### config.mk
export PLATFORM = sky130hd
export DESIGN_NAME = dacrb_top
export DESIGN_NICKNAME = d
export VERILOG_FILES = /design/src/rtl/dacrb_pkg.sv /design/src/rtl/dacrb_sync.sv /design/src/rtl/dacrb_chan_regs.sv /design/src/rtl/dacrb_top.sv
export SDC_FILE = /design/constraint.sdc
export NUM_CORES = 1
export LEC_CHECK = 0
export BUFFER_PORTS_ARGS = -buffer_cell sky130_fd_sc_hd__buf_2
export CAP_MARGIN = 20
export CORE_UTILIZATION = 55
export CTS_BUF_LIST = sky130_fd_sc_hd__clkbuf_4 sky130_fd_sc_hd__clkbuf_8
export DETAILED_ROUTE_END_ITERATION = 7
export PLACE_DENSITY = 0.73
export SETUP_SLACK_MARGIN = 0.4
export SYNTH_ARGS = -nofsm -noshare
export SYNTH_HDL_FRONTEND = slang
export SYNTH_SLANG_ARGS = --single-unit
### constraint.sdc
create_clock -name sys_clk -period 2.55 [get_ports sys_clk]
set_clock_uncertainty 0.15 [all_clocks]
set_input_delay 0.51 -clock sys_clk [delete_from_list [all_inputs] [get_ports sys_clk]]
set_output_delay 0.51 -clock sys_clk [all_outputs]
set_load 0.05 [all_outputs]
### src/rtl/dacrb_pkg.sv
/*
  Shared constants and types for the dual-channel DAC serial command decoder
  and its readback path.
  Assumes one system clock; all pins are synchronised before use.
*/
package dacrb_pkg;

  // Frame layout: one header byte, then the 24-bit data field.
  localparam int unsigned FRAME_BITS   = 32;
  localparam int unsigned HDR_BITS     = 8;
  localparam int unsigned DATA_BITS    = 24;
  localparam int unsigned CODE_BITS    = 18;
  localparam int unsigned SPAN_BITS    = 4;

  // Field positions inside the 32-bit frame word.
  localparam int unsigned CMD_MSB      = 31;
  localparam int unsigned ADDR_MSB     = 27;
  localparam int unsigned CODE_LSB     = 6;
  localparam int unsigned SPAN_LSB     = 8;

  // Command codes.
  localparam logic [3:0] CMD_WR_SPAN       = 4'h2;
  localparam logic [3:0] CMD_WR_CODE       = 4'h3;
  localparam logic [3:0] CMD_UPD_N         = 4'h4;
  localparam logic [3:0] CMD_UPD_ALL       = 4'h5;
  localparam logic [3:0] CMD_WR_SPAN_UPD_N = 4'h6;
  localparam logic [3:0] CMD_WR_CODE_UPD_N = 4'h7;
  localparam logic [3:0] CMD_WR_SPAN_UPD_A = 4'h8;
  localparam logic [3:0] CMD_WR_CODE_UPD_A = 4'h9;
  localparam logic [3:0] CMD_RD_IN_SPAN    = 4'hA;
  localparam logic [3:0] CMD_RD_IN_CODE    = 4'hB;
  localparam logic [3:0] CMD_RD_DAC_SPAN   = 4'hC;
  localparam logic [3:0] CMD_RD_DAC_CODE   = 4'hD;
  localparam logic [3:0] CMD_NOP           = 4'hF;

  // Channel address codes, lowest address bit ignored.
  localparam logic [2:0] ADDR_CH_A   = 3'h0;
  localparam logic [2:0] ADDR_CH_B   = 3'h1;
  localparam logic [2:0] ADDR_CH_ALL = 3'h7;

  // Synchroniser bit positions and reset values.
  localparam int unsigned SYNC_W     = 9;
  localparam int unsigned SY_SCLK    = 0;
  localparam int unsigned SY_CSN     = 1;
  localparam int unsigned SY_SDI     = 2;
  localparam int unsigned SY_UPDN    = 3;
  localparam int unsigned SY_CLRN    = 4;
  localparam int unsigned SY_MSPAN   = 5;
  localparam int unsigned SY_RANGE0  = 6;
  localparam logic [SYNC_W-1:0] SYNC_RST = 9'h01A;

  // Reset values.
  localparam logic [CODE_BITS-1:0] CODE_RST = 18'h00000;
  localparam logic [SPAN_BITS-1:0] SPAN_RST = 4'h0;

  // Register chosen for readback.
  typedef enum logic [1:0] {
    DACRB_SEL_IN_SPAN  = 2'b00,
    DACRB_SEL_IN_CODE  = 2'b01,
    DACRB_SEL_DAC_SPAN = 2'b10,
    DACRB_SEL_DAC_CODE = 2'b11
  } dacrb_sel_t;

  // Readback pointer: register kind and channel (0 = A, 1 = B).
  typedef struct packed {
    dacrb_sel_t sel;
    logic       chan;
  } dacrb_ptr_t;

  localparam dacrb_ptr_t PTR_RST = '{sel: DACRB_SEL_DAC_SPAN, chan: 1'b0};

  // Register set of one channel.
  typedef struct packed {
    logic [CODE_BITS-1:0] in_code;
    logic [SPAN_BITS-1:0] in_span;
    logic [CODE_BITS-1:0] dac_code;
    logic [SPAN_BITS-1:0] dac_span;
  } dacrb_chan_t;

  // Frame receiver states.
  typedef enum logic [1:0] {
    DACRB_FR_IDLE  = 2'b00,
    DACRB_FR_HDR   = 2'b01,
    DACRB_FR_DATA  = 2'b10,
    DACRB_FR_ABORT = 2'b11
  } dacrb_frame_t;

endpackage : dacrb_pkg

### src/rtl/dacrb_sync.sv
/*
  Two-flop synchroniser for a group of pin inputs.
  Assumes each bit is an independent level; the first flop feeds only the second.
*/
`timescale 1ns/1ps
`default_nettype none

module dacrb_sync
  #(
    parameter int unsigned       WIDTH   = 1,
    parameter logic [WIDTH-1:0]  RST_VAL = '0
  )
  (
    input  wire logic             sys_clk,
    input  wire logic             arst_n,
    input  wire logic [WIDTH-1:0] pin_in,
    output logic      [WIDTH-1:0] sync_out
  );

  logic [WIDTH-1:0] meta_reg;

  // Two flops in series; reset to the idle pin levels.
  always_ff @(posedge sys_clk or negedge arst_n)
  begin
    if (!arst_n)
    begin
      meta_reg <= RST_VAL;
      sync_out <= RST_VAL;
    end
    else
    begin
      meta_reg <= pin_in;
      sync_out <= meta_reg;
    end
  end

endmodule : dacrb_sync

`default_nettype wire

### src/rtl/dacrb_chan_regs.sv
/*
  Input and DAC registers (code and span) of one converter channel.
  Assumes write and update strobes are one-cycle pulses on sys_clk; clear is a level held while the pin is low.
*/
`timescale 1ns/1ps
`default_nettype none

module dacrb_chan_regs
  import dacrb_pkg::*;
  (
    input  wire logic                 sys_clk,
    input  wire logic                 arst_n,
    input  wire logic                 wr_code,
    input  wire logic                 wr_span,
    input  wire logic [CODE_BITS-1:0] new_code,
    input  wire logic [SPAN_BITS-1:0] new_span,
    input  wire logic                 update,
    input  wire logic                 clear,
    output dacrb_chan_t               regs
  );

  logic [CODE_BITS-1:0] code_src;
  logic [SPAN_BITS-1:0] span_src;

  // A write and an update in one command copy the freshly written value.
  assign code_src = wr_code ? new_code : regs.in_code;
  assign span_src = wr_span ? new_span : regs.in_span;

  // Input registers survive a clear; DAC registers return to zero.
  always_ff @(posedge sys_clk or negedge arst_n)
  begin
    if (!arst_n)
    begin
      regs <= '{in_code: CODE_RST, in_span: SPAN_RST, dac_code: CODE_RST, dac_span: SPAN_RST};
    end
    else
    begin
      regs.in_code <= code_src;
      regs.in_span <= span_src;
      if (clear)
      begin
        regs.dac_code <= CODE_RST;
        regs.dac_span <= SPAN_RST;
      end
      else if (update)
      begin
        regs.dac_code <= code_src;
        regs.dac_span <= span_src;
      end
    end
  end

endmodule : dacrb_chan_regs

`default_nettype wire

### src/rtl/dacrb_top.sv
/*
  Serial command decoder with rolling readback for a dual 18-bit DAC.
  Assumes serial clock, strobe, data and strap pins are asynchronous to sys_clk
  and that the serial clock is well below a quarter of the sys_clk rate.
*/
// What this block does
// - Frame is command nibble, address nibble, 24 data bits, MSB first, strobe low.
// - Serial data is sampled on each serial clock rise while strobe is low.
// - Readback drives low after strobe falls; released while strobe is high.
// - Update copies input code and span into the DAC registers.
// - Every frame that completes its header byte without clear copies one chosen register into the readback shifter.
// - Readback fills the data field, first bit on the fall after address.
// - Code readback puts 18 bits first, MSB first, rest zero.
// - Span readback sits in low nibble of second data byte, rest zero.
// - Each output bit is driven on the fall before its matching input rise.
// - Read commands return the requested register in the same frame.
// - Other commands return the pointer set before, then move the pointer.
// - 0010/0011 write input span/code and point at that register.
// - 0100/0101 update one/all; 0110-1001 write then update one/all.
// - Pointer goes to DAC span or DAC code as listed per command.
// - 1010-1101 read input span, input code, DAC span, DAC code.
// - Reset and clear point readback at channel A DAC span.
// - Address bit zero ignored; all-channel reads return channel A.
// - Top span bit is ignored by the span decode.
// - DAC span readback shows straps in manual mode, stored value otherwise.
// - Strap bits appear in the same positions as stored span bits.
// - Input code registers are zero after power-on.
`timescale 1ns/1ps
`default_nettype none

module dacrb_top
  import dacrb_pkg::*;
  (
    input  wire logic                 sys_clk,
    input  wire logic                 arst_n,
    input  wire logic                 serial_clk,
    input  wire logic                 select_load_strobe_n,
    input  wire logic                 serial_data_in,
    input  wire logic                 async_update_n,
    input  wire logic                 system_clear_n,
    input  wire logic                 manual_span_mode,
    input  wire logic                 range_bit2,
    input  wire logic                 range_bit1,
    input  wire logic                 range_bit0,
    output logic                      readback_serial_out,
    output logic                      readback_serial_oe,
    output logic      [CODE_BITS-1:0] dac_code_a,
    output logic      [CODE_BITS-1:0] dac_code_b,
    output logic      [SPAN_BITS-1:0] active_span_a,
    output logic      [SPAN_BITS-1:0] active_span_b
  );

  ////////////////////////////////////////////////////////////////////////////
  // Helper functions.

  // Pointer named by a command; other codes keep the old pointer.
  function automatic dacrb_ptr_t cmd_ptr(input logic [3:0] cmd, input logic [3:0] addr,
                                         input dacrb_ptr_t old);
    dacrb_ptr_t p;
    p      = old;
    p.chan = (addr[3:1] == ADDR_CH_B);
    case (cmd)
      CMD_WR_SPAN, CMD_RD_IN_SPAN:                         p.sel = DACRB_SEL_IN_SPAN;
      CMD_WR_CODE, CMD_RD_IN_CODE:                         p.sel = DACRB_SEL_IN_CODE;
      CMD_UPD_N, CMD_WR_SPAN_UPD_N, CMD_WR_SPAN_UPD_A,
      CMD_RD_DAC_SPAN:                                     p.sel = DACRB_SEL_DAC_SPAN;
      CMD_UPD_ALL, CMD_WR_CODE_UPD_N, CMD_WR_CODE_UPD_A,
      CMD_RD_DAC_CODE, CMD_NOP:                            p.sel = DACRB_SEL_DAC_CODE;
      default:                                             p     = old;
    endcase
    return p;
  endfunction : cmd_ptr

  // Read commands are 1010 through 1101.
  // read command decode
  function automatic logic is_read(input logic [3:0] cmd);
    return (cmd >= CMD_RD_IN_SPAN) && (cmd <= CMD_RD_DAC_CODE);
  endfunction : is_read

  // Span value aligned into the 24-bit data field.
  function automatic logic [DATA_BITS-1:0] span_field(input logic [SPAN_BITS-1:0] s);
    return {12'h000, s, 8'h00};
  endfunction : span_field

  ////////////////////////////////////////////////////////////////////////////
  // Pin synchronisation and edge detection.

  logic [SYNC_W-1:0] pins_s;
  logic              sclk_d_reg;
  logic              csn_d_reg;
  logic              updn_d_reg;

  dacrb_sync #(.WIDTH(SYNC_W), .RST_VAL(SYNC_RST)) u_sync (
    .sys_clk  (sys_clk),
    .arst_n   (arst_n),
    .pin_in   ({range_bit2, range_bit1, range_bit0, manual_span_mode, system_clear_n,
                async_update_n, serial_data_in, select_load_strobe_n, serial_clk}),
    .sync_out (pins_s)
  );

  wire       sclk_s   = pins_s[SY_SCLK];
  wire       csn_s    = pins_s[SY_CSN];
  wire       sdi_s    = pins_s[SY_SDI];
  wire       clrn_s   = pins_s[SY_CLRN];
  wire       mspan_s  = pins_s[SY_MSPAN];
  wire [2:0] straps_s = {pins_s[SY_RANGE0+2], pins_s[SY_RANGE0+1], pins_s[SY_RANGE0]};

  // Delayed copies of the second synchroniser stage for edge detection.
  always_ff @(posedge sys_clk or negedge arst_n)
  begin
    if (!arst_n)
    begin
      sclk_d_reg <= 1'b0;
      csn_d_reg  <= 1'b1;
      updn_d_reg <= 1'b1;
    end
    else
    begin
      sclk_d_reg <= sclk_s;
      csn_d_reg  <= csn_s;
      updn_d_reg <= pins_s[SY_UPDN];
    end
  end

  wire sclk_rise = sclk_s & ~sclk_d_reg;
  wire sclk_fall = ~sclk_s & sclk_d_reg;
  wire cs_fall   = ~csn_s & csn_d_reg;
  wire cs_rise   = csn_s & ~csn_d_reg;
  // Asynchronous update is locked out while the strobe is low.
  wire async_update_n_fire = ~pins_s[SY_UPDN] & updn_d_reg & csn_s;

  ////////////////////////////////////////////////////////////////////////////
  // Frame receiver state.

  dacrb_frame_t              state_reg;
  dacrb_frame_t              state_next;
  logic [FRAME_BITS-1:0]     shift_reg;
  logic [5:0]                cnt_reg;
  logic [DATA_BITS-1:0]      rb_shift_reg;
  dacrb_ptr_t                ptr_reg;
  dacrb_chan_t               regs_a;
  dacrb_chan_t               regs_b;

  wire [7:0] hdr_byte  = {shift_reg[6:0], sdi_s};
  wire       hdr_done  = (state_reg == DACRB_FR_HDR) && sclk_rise && (cnt_reg == 6'(HDR_BITS - 1));
  wire       frame_ok  = (state_reg == DACRB_FR_DATA) && cs_rise && (cnt_reg == 6'(FRAME_BITS));
  wire       clr_now   = ~clrn_s;

  // Next state: clear aborts any frame in progress until the strobe rises.
  always_comb
  begin
    state_next = state_reg;
    case (state_reg)
      DACRB_FR_IDLE:  if (cs_fall && !clr_now) state_next = DACRB_FR_HDR;
      DACRB_FR_HDR:   if (cs_rise) state_next = DACRB_FR_IDLE;
                      else if (clr_now) state_next = DACRB_FR_ABORT;
                      else if (hdr_done) state_next = DACRB_FR_DATA;
      DACRB_FR_DATA:  if (cs_rise) state_next = DACRB_FR_IDLE;
                      else if (clr_now) state_next = DACRB_FR_ABORT;
      DACRB_FR_ABORT: if (csn_s) state_next = DACRB_FR_IDLE;
      default:        state_next = DACRB_FR_IDLE;
    endcase
  end

  always_ff @(posedge sys_clk or negedge arst_n)
  begin
    if (!arst_n)
      state_reg <= DACRB_FR_IDLE;
    else
      state_reg <= state_next;
  end

  // serial input shifting, MSB first, bit count saturates past a frame.
  always_ff @(posedge sys_clk or negedge arst_n)
  begin
    if (!arst_n)
    begin
      shift_reg <= 32'h0000_0000;
      cnt_reg   <= 6'h00;
    end
    else if (cs_fall)
    begin
      cnt_reg <= 6'h00;
    end
    else if (sclk_rise && !csn_s)
    begin
      shift_reg <= {shift_reg[FRAME_BITS-2:0], sdi_s};
      if (cnt_reg <= 6'(FRAME_BITS))
        cnt_reg <= cnt_reg + 6'h01;
    end
  end

  ////////////////////////////////////////////////////////////////////////////
  // Readback source selection.

  // reads pick their own register, others use the stored pointer.
  wire dacrb_ptr_t rb_ptr = is_read(hdr_byte[7:4]) ? cmd_ptr(hdr_byte[7:4], hdr_byte[3:0], ptr_reg)
                                                   : ptr_reg;
  wire dacrb_chan_t rb_ch = rb_ptr.chan ? regs_b : regs_a;

  // span in force: straps in manual mode, same bit positions.
  wire [SPAN_BITS-1:0] rb_dac_span = mspan_s ? {1'b0, straps_s} : rb_ch.dac_span;

  logic [DATA_BITS-1:0] rb_word;

  // data field alignment with zero fill.
  always_comb
  begin
    case (rb_ptr.sel)
      DACRB_SEL_IN_SPAN:  rb_word = span_field(rb_ch.in_span);
      DACRB_SEL_IN_CODE:  rb_word = {rb_ch.in_code, 6'h00};
      DACRB_SEL_DAC_SPAN: rb_word = span_field(rb_dac_span);
      default:            rb_word = {rb_ch.dac_code, 6'h00};
    endcase
  end

  ////////////////////////////////////////////////////////////////////////////
  // Readback output pin.

  // load after the address, shift out on each serial clock fall.
  always_ff @(posedge sys_clk or negedge arst_n)
  begin
    if (!arst_n)
    begin
      rb_shift_reg        <= 24'h000000;
      readback_serial_out <= 1'b0;
    end
    else if (cs_fall || state_reg == DACRB_FR_IDLE || state_reg == DACRB_FR_ABORT)
    begin
      readback_serial_out <= 1'b0;
    end
    else if (hdr_done)
    begin
      rb_shift_reg <= rb_word;
    end
    else if (state_reg == DACRB_FR_DATA && sclk_fall && cnt_reg < 6'(FRAME_BITS))
    begin
      readback_serial_out <= rb_shift_reg[DATA_BITS-1];
      rb_shift_reg        <= {rb_shift_reg[DATA_BITS-2:0], 1'b0};
    end
  end

  // pin released whenever the strobe is high.
  always_ff @(posedge sys_clk or negedge arst_n)
  begin
    if (!arst_n)
      readback_serial_oe <= 1'b0;
    else
      readback_serial_oe <= ~csn_s;
  end

  ////////////////////////////////////////////////////////////////////////////
  // Command execution at the end of a complete frame.

  wire [3:0]           ex_cmd  = shift_reg[CMD_MSB -: 4];
  wire [3:0]           ex_addr = shift_reg[ADDR_MSB -: 4];
  wire [CODE_BITS-1:0] ex_code = shift_reg[CODE_LSB +: CODE_BITS];
  wire [SPAN_BITS-1:0] ex_span = shift_reg[SPAN_LSB +: SPAN_BITS];

  wire sel_a = (ex_addr[3:1] == ADDR_CH_A) || (ex_addr[3:1] == ADDR_CH_ALL);
  wire sel_b = (ex_addr[3:1] == ADDR_CH_B) || (ex_addr[3:1] == ADDR_CH_ALL);

  wire wr_span = frame_ok && (ex_cmd == CMD_WR_SPAN || ex_cmd == CMD_WR_SPAN_UPD_N ||
                              ex_cmd == CMD_WR_SPAN_UPD_A);
  wire wr_code = frame_ok && (ex_cmd == CMD_WR_CODE || ex_cmd == CMD_WR_CODE_UPD_N ||
                              ex_cmd == CMD_WR_CODE_UPD_A);
  wire upd_one = frame_ok && (ex_cmd == CMD_UPD_N || ex_cmd == CMD_WR_SPAN_UPD_N ||
                              ex_cmd == CMD_WR_CODE_UPD_N);
  wire upd_all = (frame_ok && (ex_cmd == CMD_UPD_ALL || ex_cmd == CMD_WR_SPAN_UPD_A ||
                               ex_cmd == CMD_WR_CODE_UPD_A)) || async_update_n_fire;

  dacrb_chan_regs u_chan_a (
    .sys_clk  (sys_clk),
    .arst_n   (arst_n),
    .wr_code  (wr_code && sel_a),
    .wr_span  (wr_span && sel_a),
    .new_code (ex_code),
    .new_span (ex_span),
    .update   (upd_all || (upd_one && sel_a)),
    .clear    (clr_now),
    .regs     (regs_a)
  );

  dacrb_chan_regs u_chan_b (
    .sys_clk  (sys_clk),
    .arst_n   (arst_n),
    .wr_code  (wr_code && sel_b),
    .wr_span  (wr_span && sel_b),
    .new_code (ex_code),
    .new_span (ex_span),
    .update   (upd_all || (upd_one && sel_b)),
    .clear    (clr_now),
    .regs     (regs_b)
  );

  // pointer moves after each complete frame; clear resets it.
  always_ff @(posedge sys_clk or negedge arst_n)
  begin
    if (!arst_n)
      ptr_reg <= PTR_RST;
    else if (clr_now)
      ptr_reg <= PTR_RST;
    else if (frame_ok)
      ptr_reg <= cmd_ptr(ex_cmd, ex_addr, ptr_reg);
  end

  ////////////////////////////////////////////////////////////////////////////
  // Channel outputs.

  // active span: straps in manual mode, top span bit dropped.
  always_ff @(posedge sys_clk or negedge arst_n)
  begin
    if (!arst_n)
    begin
      dac_code_a    <= CODE_RST;
      dac_code_b    <= CODE_RST;
      active_span_a <= SPAN_RST;
      active_span_b <= SPAN_RST;
    end
    else
    begin
      dac_code_a    <= regs_a.dac_code;
      dac_code_b    <= regs_b.dac_code;
      active_span_a <= mspan_s ? {1'b0, straps_s} : {1'b0, regs_a.dac_span[2:0]};
      active_span_b <= mspan_s ? {1'b0, straps_s} : {1'b0, regs_b.dac_span[2:0]};
    end
  end

endmodule : dacrb_top

`default_nettype wire

# --- Word level (Yosys, flattened, before mapping) ---
# Cells that the tools add are included.
op_classes:
  n_addsub: 1
  reduce_logical: 59
  bitwise: 13
  n_mux: 36
  order_cmp: 4
  n_eq_ne: 46
op_table:
  columns: ["cell", "count"]
  rows:
  - ["22-bit 2-to-1 mux", 4]
  - ["24-bit case mux with 3 select lines", 1]
  - ["4-bit equality test (second input constant)", 14]
  - ["24-bit 2-to-1 mux", 2]
  - ["44-bit 2-to-1 mux", 1]
  - ["18-bit 2-to-1 mux", 2]
  - ["4-bit by 3-bit equality test with 1-bit output (second input constant)", 8]
  - ["13-bit OR reduction", 2]
  - ["2-bit case mux with 4 select lines", 3]
  - ["1-bit logical AND", 19]
  - ["6-bit 2-to-1 mux", 3]
  - ["4-bit by 2-bit equality test with 1-bit output (second input constant)", 4]
  - ["1-bit logical OR", 15]
  - ["3-bit 2-to-1 mux", 5]
  - ["2-bit 2-to-1 mux", 7]
  - ["4-bit 2-to-1 mux", 3]
  - ["2-bit AND reduction", 6]
  - ["5-bit OR reduction", 2]
  - ["2-bit by 1-bit != test with 1-bit output (second input constant)", 4]
  - ["2-bit nonzero test", 4]
  - ["2-bit OR reduction", 4]
  - ["4-bit OR reduction", 2]
  - ["1-bit NOT", 7]
  - ["6-bit by 1-bit adder with 6-bit output (second input constant)", 1]
  - ["other kinds (20)", 36]
word_totals:
  ff_bits: 220
  out_inout_bits: 46
  elab_cells: 184

# --- Logic depth before layout (Yosys ltp) ---
logic_depth:
  ltp_word: 9
  depth_mapped: 9

# --- Hierarchy ---
# From an unflattened synthesis, not the netlist that was laid out.
unflattened:
  hier_cells: 732
  hier_area_um2: 9277.6
modules_own_cells:
  columns: ["module", "cells_per_inst", "instances", "seq_area_each_um2", "area_per_inst_um2"]
  rows:
  - ["dacrb_top", 476, 1, 2706.3, 5156.2]
  - ["dacrb_chan_regs", 119, 2, 1101.1, 1831.8]
  - ["dacrb_sync", 18, 1, 457.9, 457.9]

# --- Worst setup path before layout ---
# No wires, ideal clock.
synth_timing:
  path_kind: "reg2reg"
  startpoint: "reg u_sync.sync_out[1]"
  endpoint: "reg u_chan_b.regs[10] in the netlist's numbering"
  arrival_ns: 2.036
  slack_ns: 0.243
  setup_ns: 0.121
  required_time_ns: 2.279
  stages_incl_launch_ff: 8
  path_cell_list: "dfstp_2 -> and4bb_1 -> nand3_4 -> nor2_4 -> nand4_4 -> buf_4 -> mux2_4 -> a22o_1"
synth_between:
  elab_chain_cells: 8
  elab_cells_between_ends: 15
  cone_classes: "1 x eq/ne; 3 x mux; 2 x bitwise; 9 x reduce/logical"
synth_lines:
  columns: ["element", "line_no", "rtl"]
  rows:
  - ["start: declaration", "dacrb_sync.sv:17", "output logic [WIDTH-1:0] sync_out"]
  - ["start signal: assignment", "dacrb_sync.sv:33", "sync_out <= meta_reg;"]
  - ["1-bit bitwise AND", "dacrb_top.sv:128", "wire cs_rise = csn_s & ~csn_d_reg;"]
  - ["1-bit logical AND (2 in a row)", "dacrb_top.sv:146", "wire frame_ok = (state_reg == DACRB_FR_DATA) && cs_rise && (cnt_reg == 6'(FRAME_BITS));"]
  - ["1-bit logical AND", "dacrb_top.sv:265", "wire wr_code = frame_ok && (ex_cmd == CMD_WR_CODE || ex_cmd == CMD_WR_CODE_UPD_N ||"]
  - ["1-bit logical AND", "dacrb_top.sv:287", ".wr_code (wr_code && sel_b),"]
  - ["18-bit 2-to-1 mux", "dacrb_chan_regs.sv:26", "assign code_src = wr_code ? new_code : regs.in_code;"]
  - ["via u_chan_b.code_src[6]", "dacrb_chan_regs.sv:22", "logic [CODE_BITS-1:0] code_src;"]
  - ["22-bit 2-to-1 mux", "dacrb_chan_regs.sv:45", "else if (update)"]
  - ["22-bit 2-to-1 mux", "dacrb_chan_regs.sv:40", "if (clear)"]
  - ["end signal: assignment", "dacrb_chan_regs.sv:34", "regs <= '{in_code: CODE_RST, in_span: SPAN_RST, dac_code: CODE_RST, dac_span: SPAN_RST};"]
  - ["end: declaration", "dacrb_chan_regs.sv:19", "output dacrb_chan_t regs"]
# The timed path passes the listed nets, and every way through them passes these cells. The select of a mux whose other input is x is not followed.
# A chain may end at the register's enable or synchronous reset.

# --- Worst setup path in the final report ---
layout_timing:
  startpoint: "reg cnt_reg[4]"
  endpoint: "reg u_chan_b.regs[18] in the netlist's numbering"
layout_between:
  elab_chain_cells: 7
  elab_cells_between_ends: 13
  cone_classes: "2 x eq/ne; 3 x mux; 8 x reduce/logical"
layout_lines:
  columns: ["element", "line_no", "rtl"]
  rows:
  - ["start: declaration", "dacrb_top.sv:138", "logic [5:0] cnt_reg;"]
  - ["start signal: assignment", "dacrb_top.sv:189", "cnt_reg <= cnt_reg + 6'h01;"]
  - ["6-bit equality test", "dacrb_top.sv:146", null]
  - ["1-bit logical AND", "dacrb_top.sv:146", null]
  - ["1-bit logical AND", "dacrb_top.sv:265", null]
  - ["1-bit logical AND", "dacrb_top.sv:287", null]
  - ["18-bit 2-to-1 mux", "dacrb_chan_regs.sv:26", null]
  - ["via u_chan_b.code_src[14]", "dacrb_chan_regs.sv:22", null]
  - ["22-bit 2-to-1 mux", "dacrb_chan_regs.sv:45", null]
  - ["22-bit 2-to-1 mux", "dacrb_chan_regs.sv:40", null]
# The timed path passes the listed nets, and every way through them passes these cells. The select of a mux whose other input is x is not followed.

==> impl_metrics.toml <==
[run_status]
status = "completed"

[synth]
synth_top_flop_cell = "dfrtp_1"
synth-compound-area-share = 0.1284
yosys-top-cells-area = "dfrtp_1 (59%), mux2_2 (8.3%), mux2i_1 (4.9%), a22o_1 (4.5%), dfstp_2 (2.7%)"
ys_types = 73
synth_xor_area_frac = 0.006031
synth-edff-count = 0
synth_async_sr_flop_share = 1.000
syn_area_sq_um = 8713
yosysTopAreaCell = "dfrtp_1"
synth_adder_area_share = 0.002872
synth_top_family_by_area = "multiplexers"
yosys.area_share.simple = 0.06634
avgSynthCellArea_sq_um = 13.70
yosys.area.top_type_share = 0.5887
yosysWarningCount = 0
ys_ff_latch = 214
synthMuxAreaShare = 0.1519
netlist_instances = 636
ys_seq_area_frac = 0.6159

[routing]
drt_iter0_drc = 527
drc = 0
post_drt_wl_per_cell_um = 21.62
ant_nets = 0
drt-total-wl_um = 21900
drt-pass1-iter-count = 5
num_vias = 6051
routed_via_density = 5.973

[hold_path]
min-delay-start = "u_sync.meta_reg[0]$_DFF_PN0_"
hold_class = "flip-flop to flip-flop"

[pwr]
p_per_area_nw_per_um2 = 660.0
p_leak_nw = 5.555
ir_drop_mv = 0.3845

[cts]
clock-root-buffer = "clkbuf_8"
cts_tree = "yes"
clk_pin_slew_ns = 0.06
clockBufferDepth = 3
cts.sinks = 214
numCtsBuffers = 35
cts_max_level = 2
insertion_delay_ns = 0.52

[worst_setup_path]
path_class = "flip-flop to flip-flop"
r2r-start = "cnt_reg[4]$_DFFE_PN0P_"
startpoint = "cnt_reg[4]$_DFFE_PN0P_"
cp-end-kind = "flip-flop"
critPathLaunchType = "flip-flop"
cp_data_arrival_time_ns = 2.63
worstPathRequired_ns = 2.81
critPathMaxFanout = 18

[placement]
post-place-ws_ns = 0.08506
dp_cells = 899
place_area_sq_um = 9427
numPortBuffers = 54
dp_hpwl_um = 11640
place.gp.congestion = 0.7814

[timing]
drv_slew = 0
setup_tns_ns = 0
clock.fmax_mhz = 422.4
fin_crit_ns = 2.368
rsz0062_at_grt = "yes"
setup_viol = 0
fin_crit_sh = 0.9285
hold_viol = 0
fin_ws_ns = 0.1824

[die]
ios = 57
die_w_um = 127.9
rows = 45
core_area_sq_um = 15310
fp.dieArea_sq_um = 16350
die_h_um = 127.9
start_util = 0.5690

[global_routing]
grt_pass1_vias = 6211
antenna_found_initial = 0
grt_max_degree = 56
track_usage = 0.2660
grt-ovfl-total = 0
grt_first_pass_wirelength_um = 33090

[flow_run]
cap_violations = 0

[final_layout]
fill_cells = 1035
final_area_sq_um = 11010
multi_input_area_sq_um = 3442
num_antenna_cells = 0
final_cell_count_no_fill = 1013
area.sequential_sq_um = 5373
final_cell_mix = "dfrtp_1 (200), buf_2 (53), mux2_2 (48)"
fin_nets = 790
syn_to_final_growth_pct = 26.36
final_common_cell = "dfrtp_1"
drive_above_1_share = 0.4239
==> power by group <==
group | internal, mW | total, mW | switching, mW
clock network | 1.79 | 3.13 | 1.34
logic | 0.229 | 0.550 | 0.321
registers | 3.50 | 3.59 | 0.0892
==> path summary, 6_finish.rpt <==
| kind | to | slack (ns) | cells after the start |
|---|---|---|---|
| max | u_chan_b.regs[18]$_DFFE_PN0P_ | 0.18 | 9 |
| min | u_sync.sync_out[0]$_DFF_PN0_ | 0.19 | 0 |
| max reg2reg | u_chan_b.regs[18]$_DFFE_PN0P_ | 0.18 | 9 |
| min reg2reg | u_sync.sync_out[0]$_DFF_PN0_ | 0.19 | 0 |
| max in group asynchronous | updn_d_reg$_DFF_PN1_ | 1.19 | 3 |
| min in group asynchronous | cnt_reg[2]$_DFFE_PN0P_ | 0.38 | 2 |
==> cell type report <==
cell class,count,share of cell area
Sequential cell,214,0.4880
Multi-Input combinational cell,379,0.3126
Timing Repair Buffer,132,0.1033
Clock buffer,55,0.06136
Tap cell,211,0.02398
Clock inverter,7,0.005682
Inverter,15,0.005114
==> worst max-delay path: stages (launching register included) <==
cell and delay, ns:
dfrtp_2 0.44, nor4b_4 0.28, buf_4 0.18, nand3_4 0.12, nor2_4 0.15, buf_4 0.14, nand4_4 0.08, buf_12 0.18
mux2_2 0.31, a22o_1 0.20
==> synth_stat cells, types with 5 or more instances <==
library cell,n
dfrtp_1,205
mux2_2,64
a22o_1,45
mux2i_1,43
o21ai_0,38
nand2_1,34
clkbuf_1,20
nor2_1,16
inv_1,15
o221a_2,13
a21oi_1,10
mux2_4,10
dfstp_2,9
buf_2,7
buf_4,6
nand2b_1,6
nor2b_1,6
nand3_1,5
==> cell families after synthesis <==
family                   Yosys count
flip-flops                       214
AO/OA/AOI/OAI                    147
multiplexers                     119
AND/OR/NAND/NOR                   96
buffers and inverters             51
XOR/XNOR                           6
adder cells (fa/ha/maj)            2
other                              1
==> layer usage <==
metal,vias up,track usage,part of all wire
li1,2626,-,-
met1,3114,0.3471,0.42
met2,252,0.4316,0.48
met3,59,0.04925,0.064
met4,0,0.1308,0.034
met5,-,0,0
==> what timing repair did <==
item | in CTS | in global routing
buffers inserted | 11 | 20
gates cloned | 7 | 4
endpoints found under the setup margin | 85 | 113
gates resized for setup | 35 | 76
hold buffers | 10 | 0
pin swaps | 16 | 35
endpoints found under the hold margin | 60 | 0
==> stage by stage <==
stage | total power [mW] | util | hold WS, ns
floorplan | 3.865 | - | 0.06441
global placement | 4.042 | 0.6155 | 0.1834
detailed placement | 4.069 | 0.6155 | 0.1847
CTS | 7.200 | 0.6883 | 0.1936
global route | 7.511 | 0.7190 | 0.2031
finish | 7.267 | 0.7190 | 0.1944
Note: power is estimated with default switching activity, not from simulation.
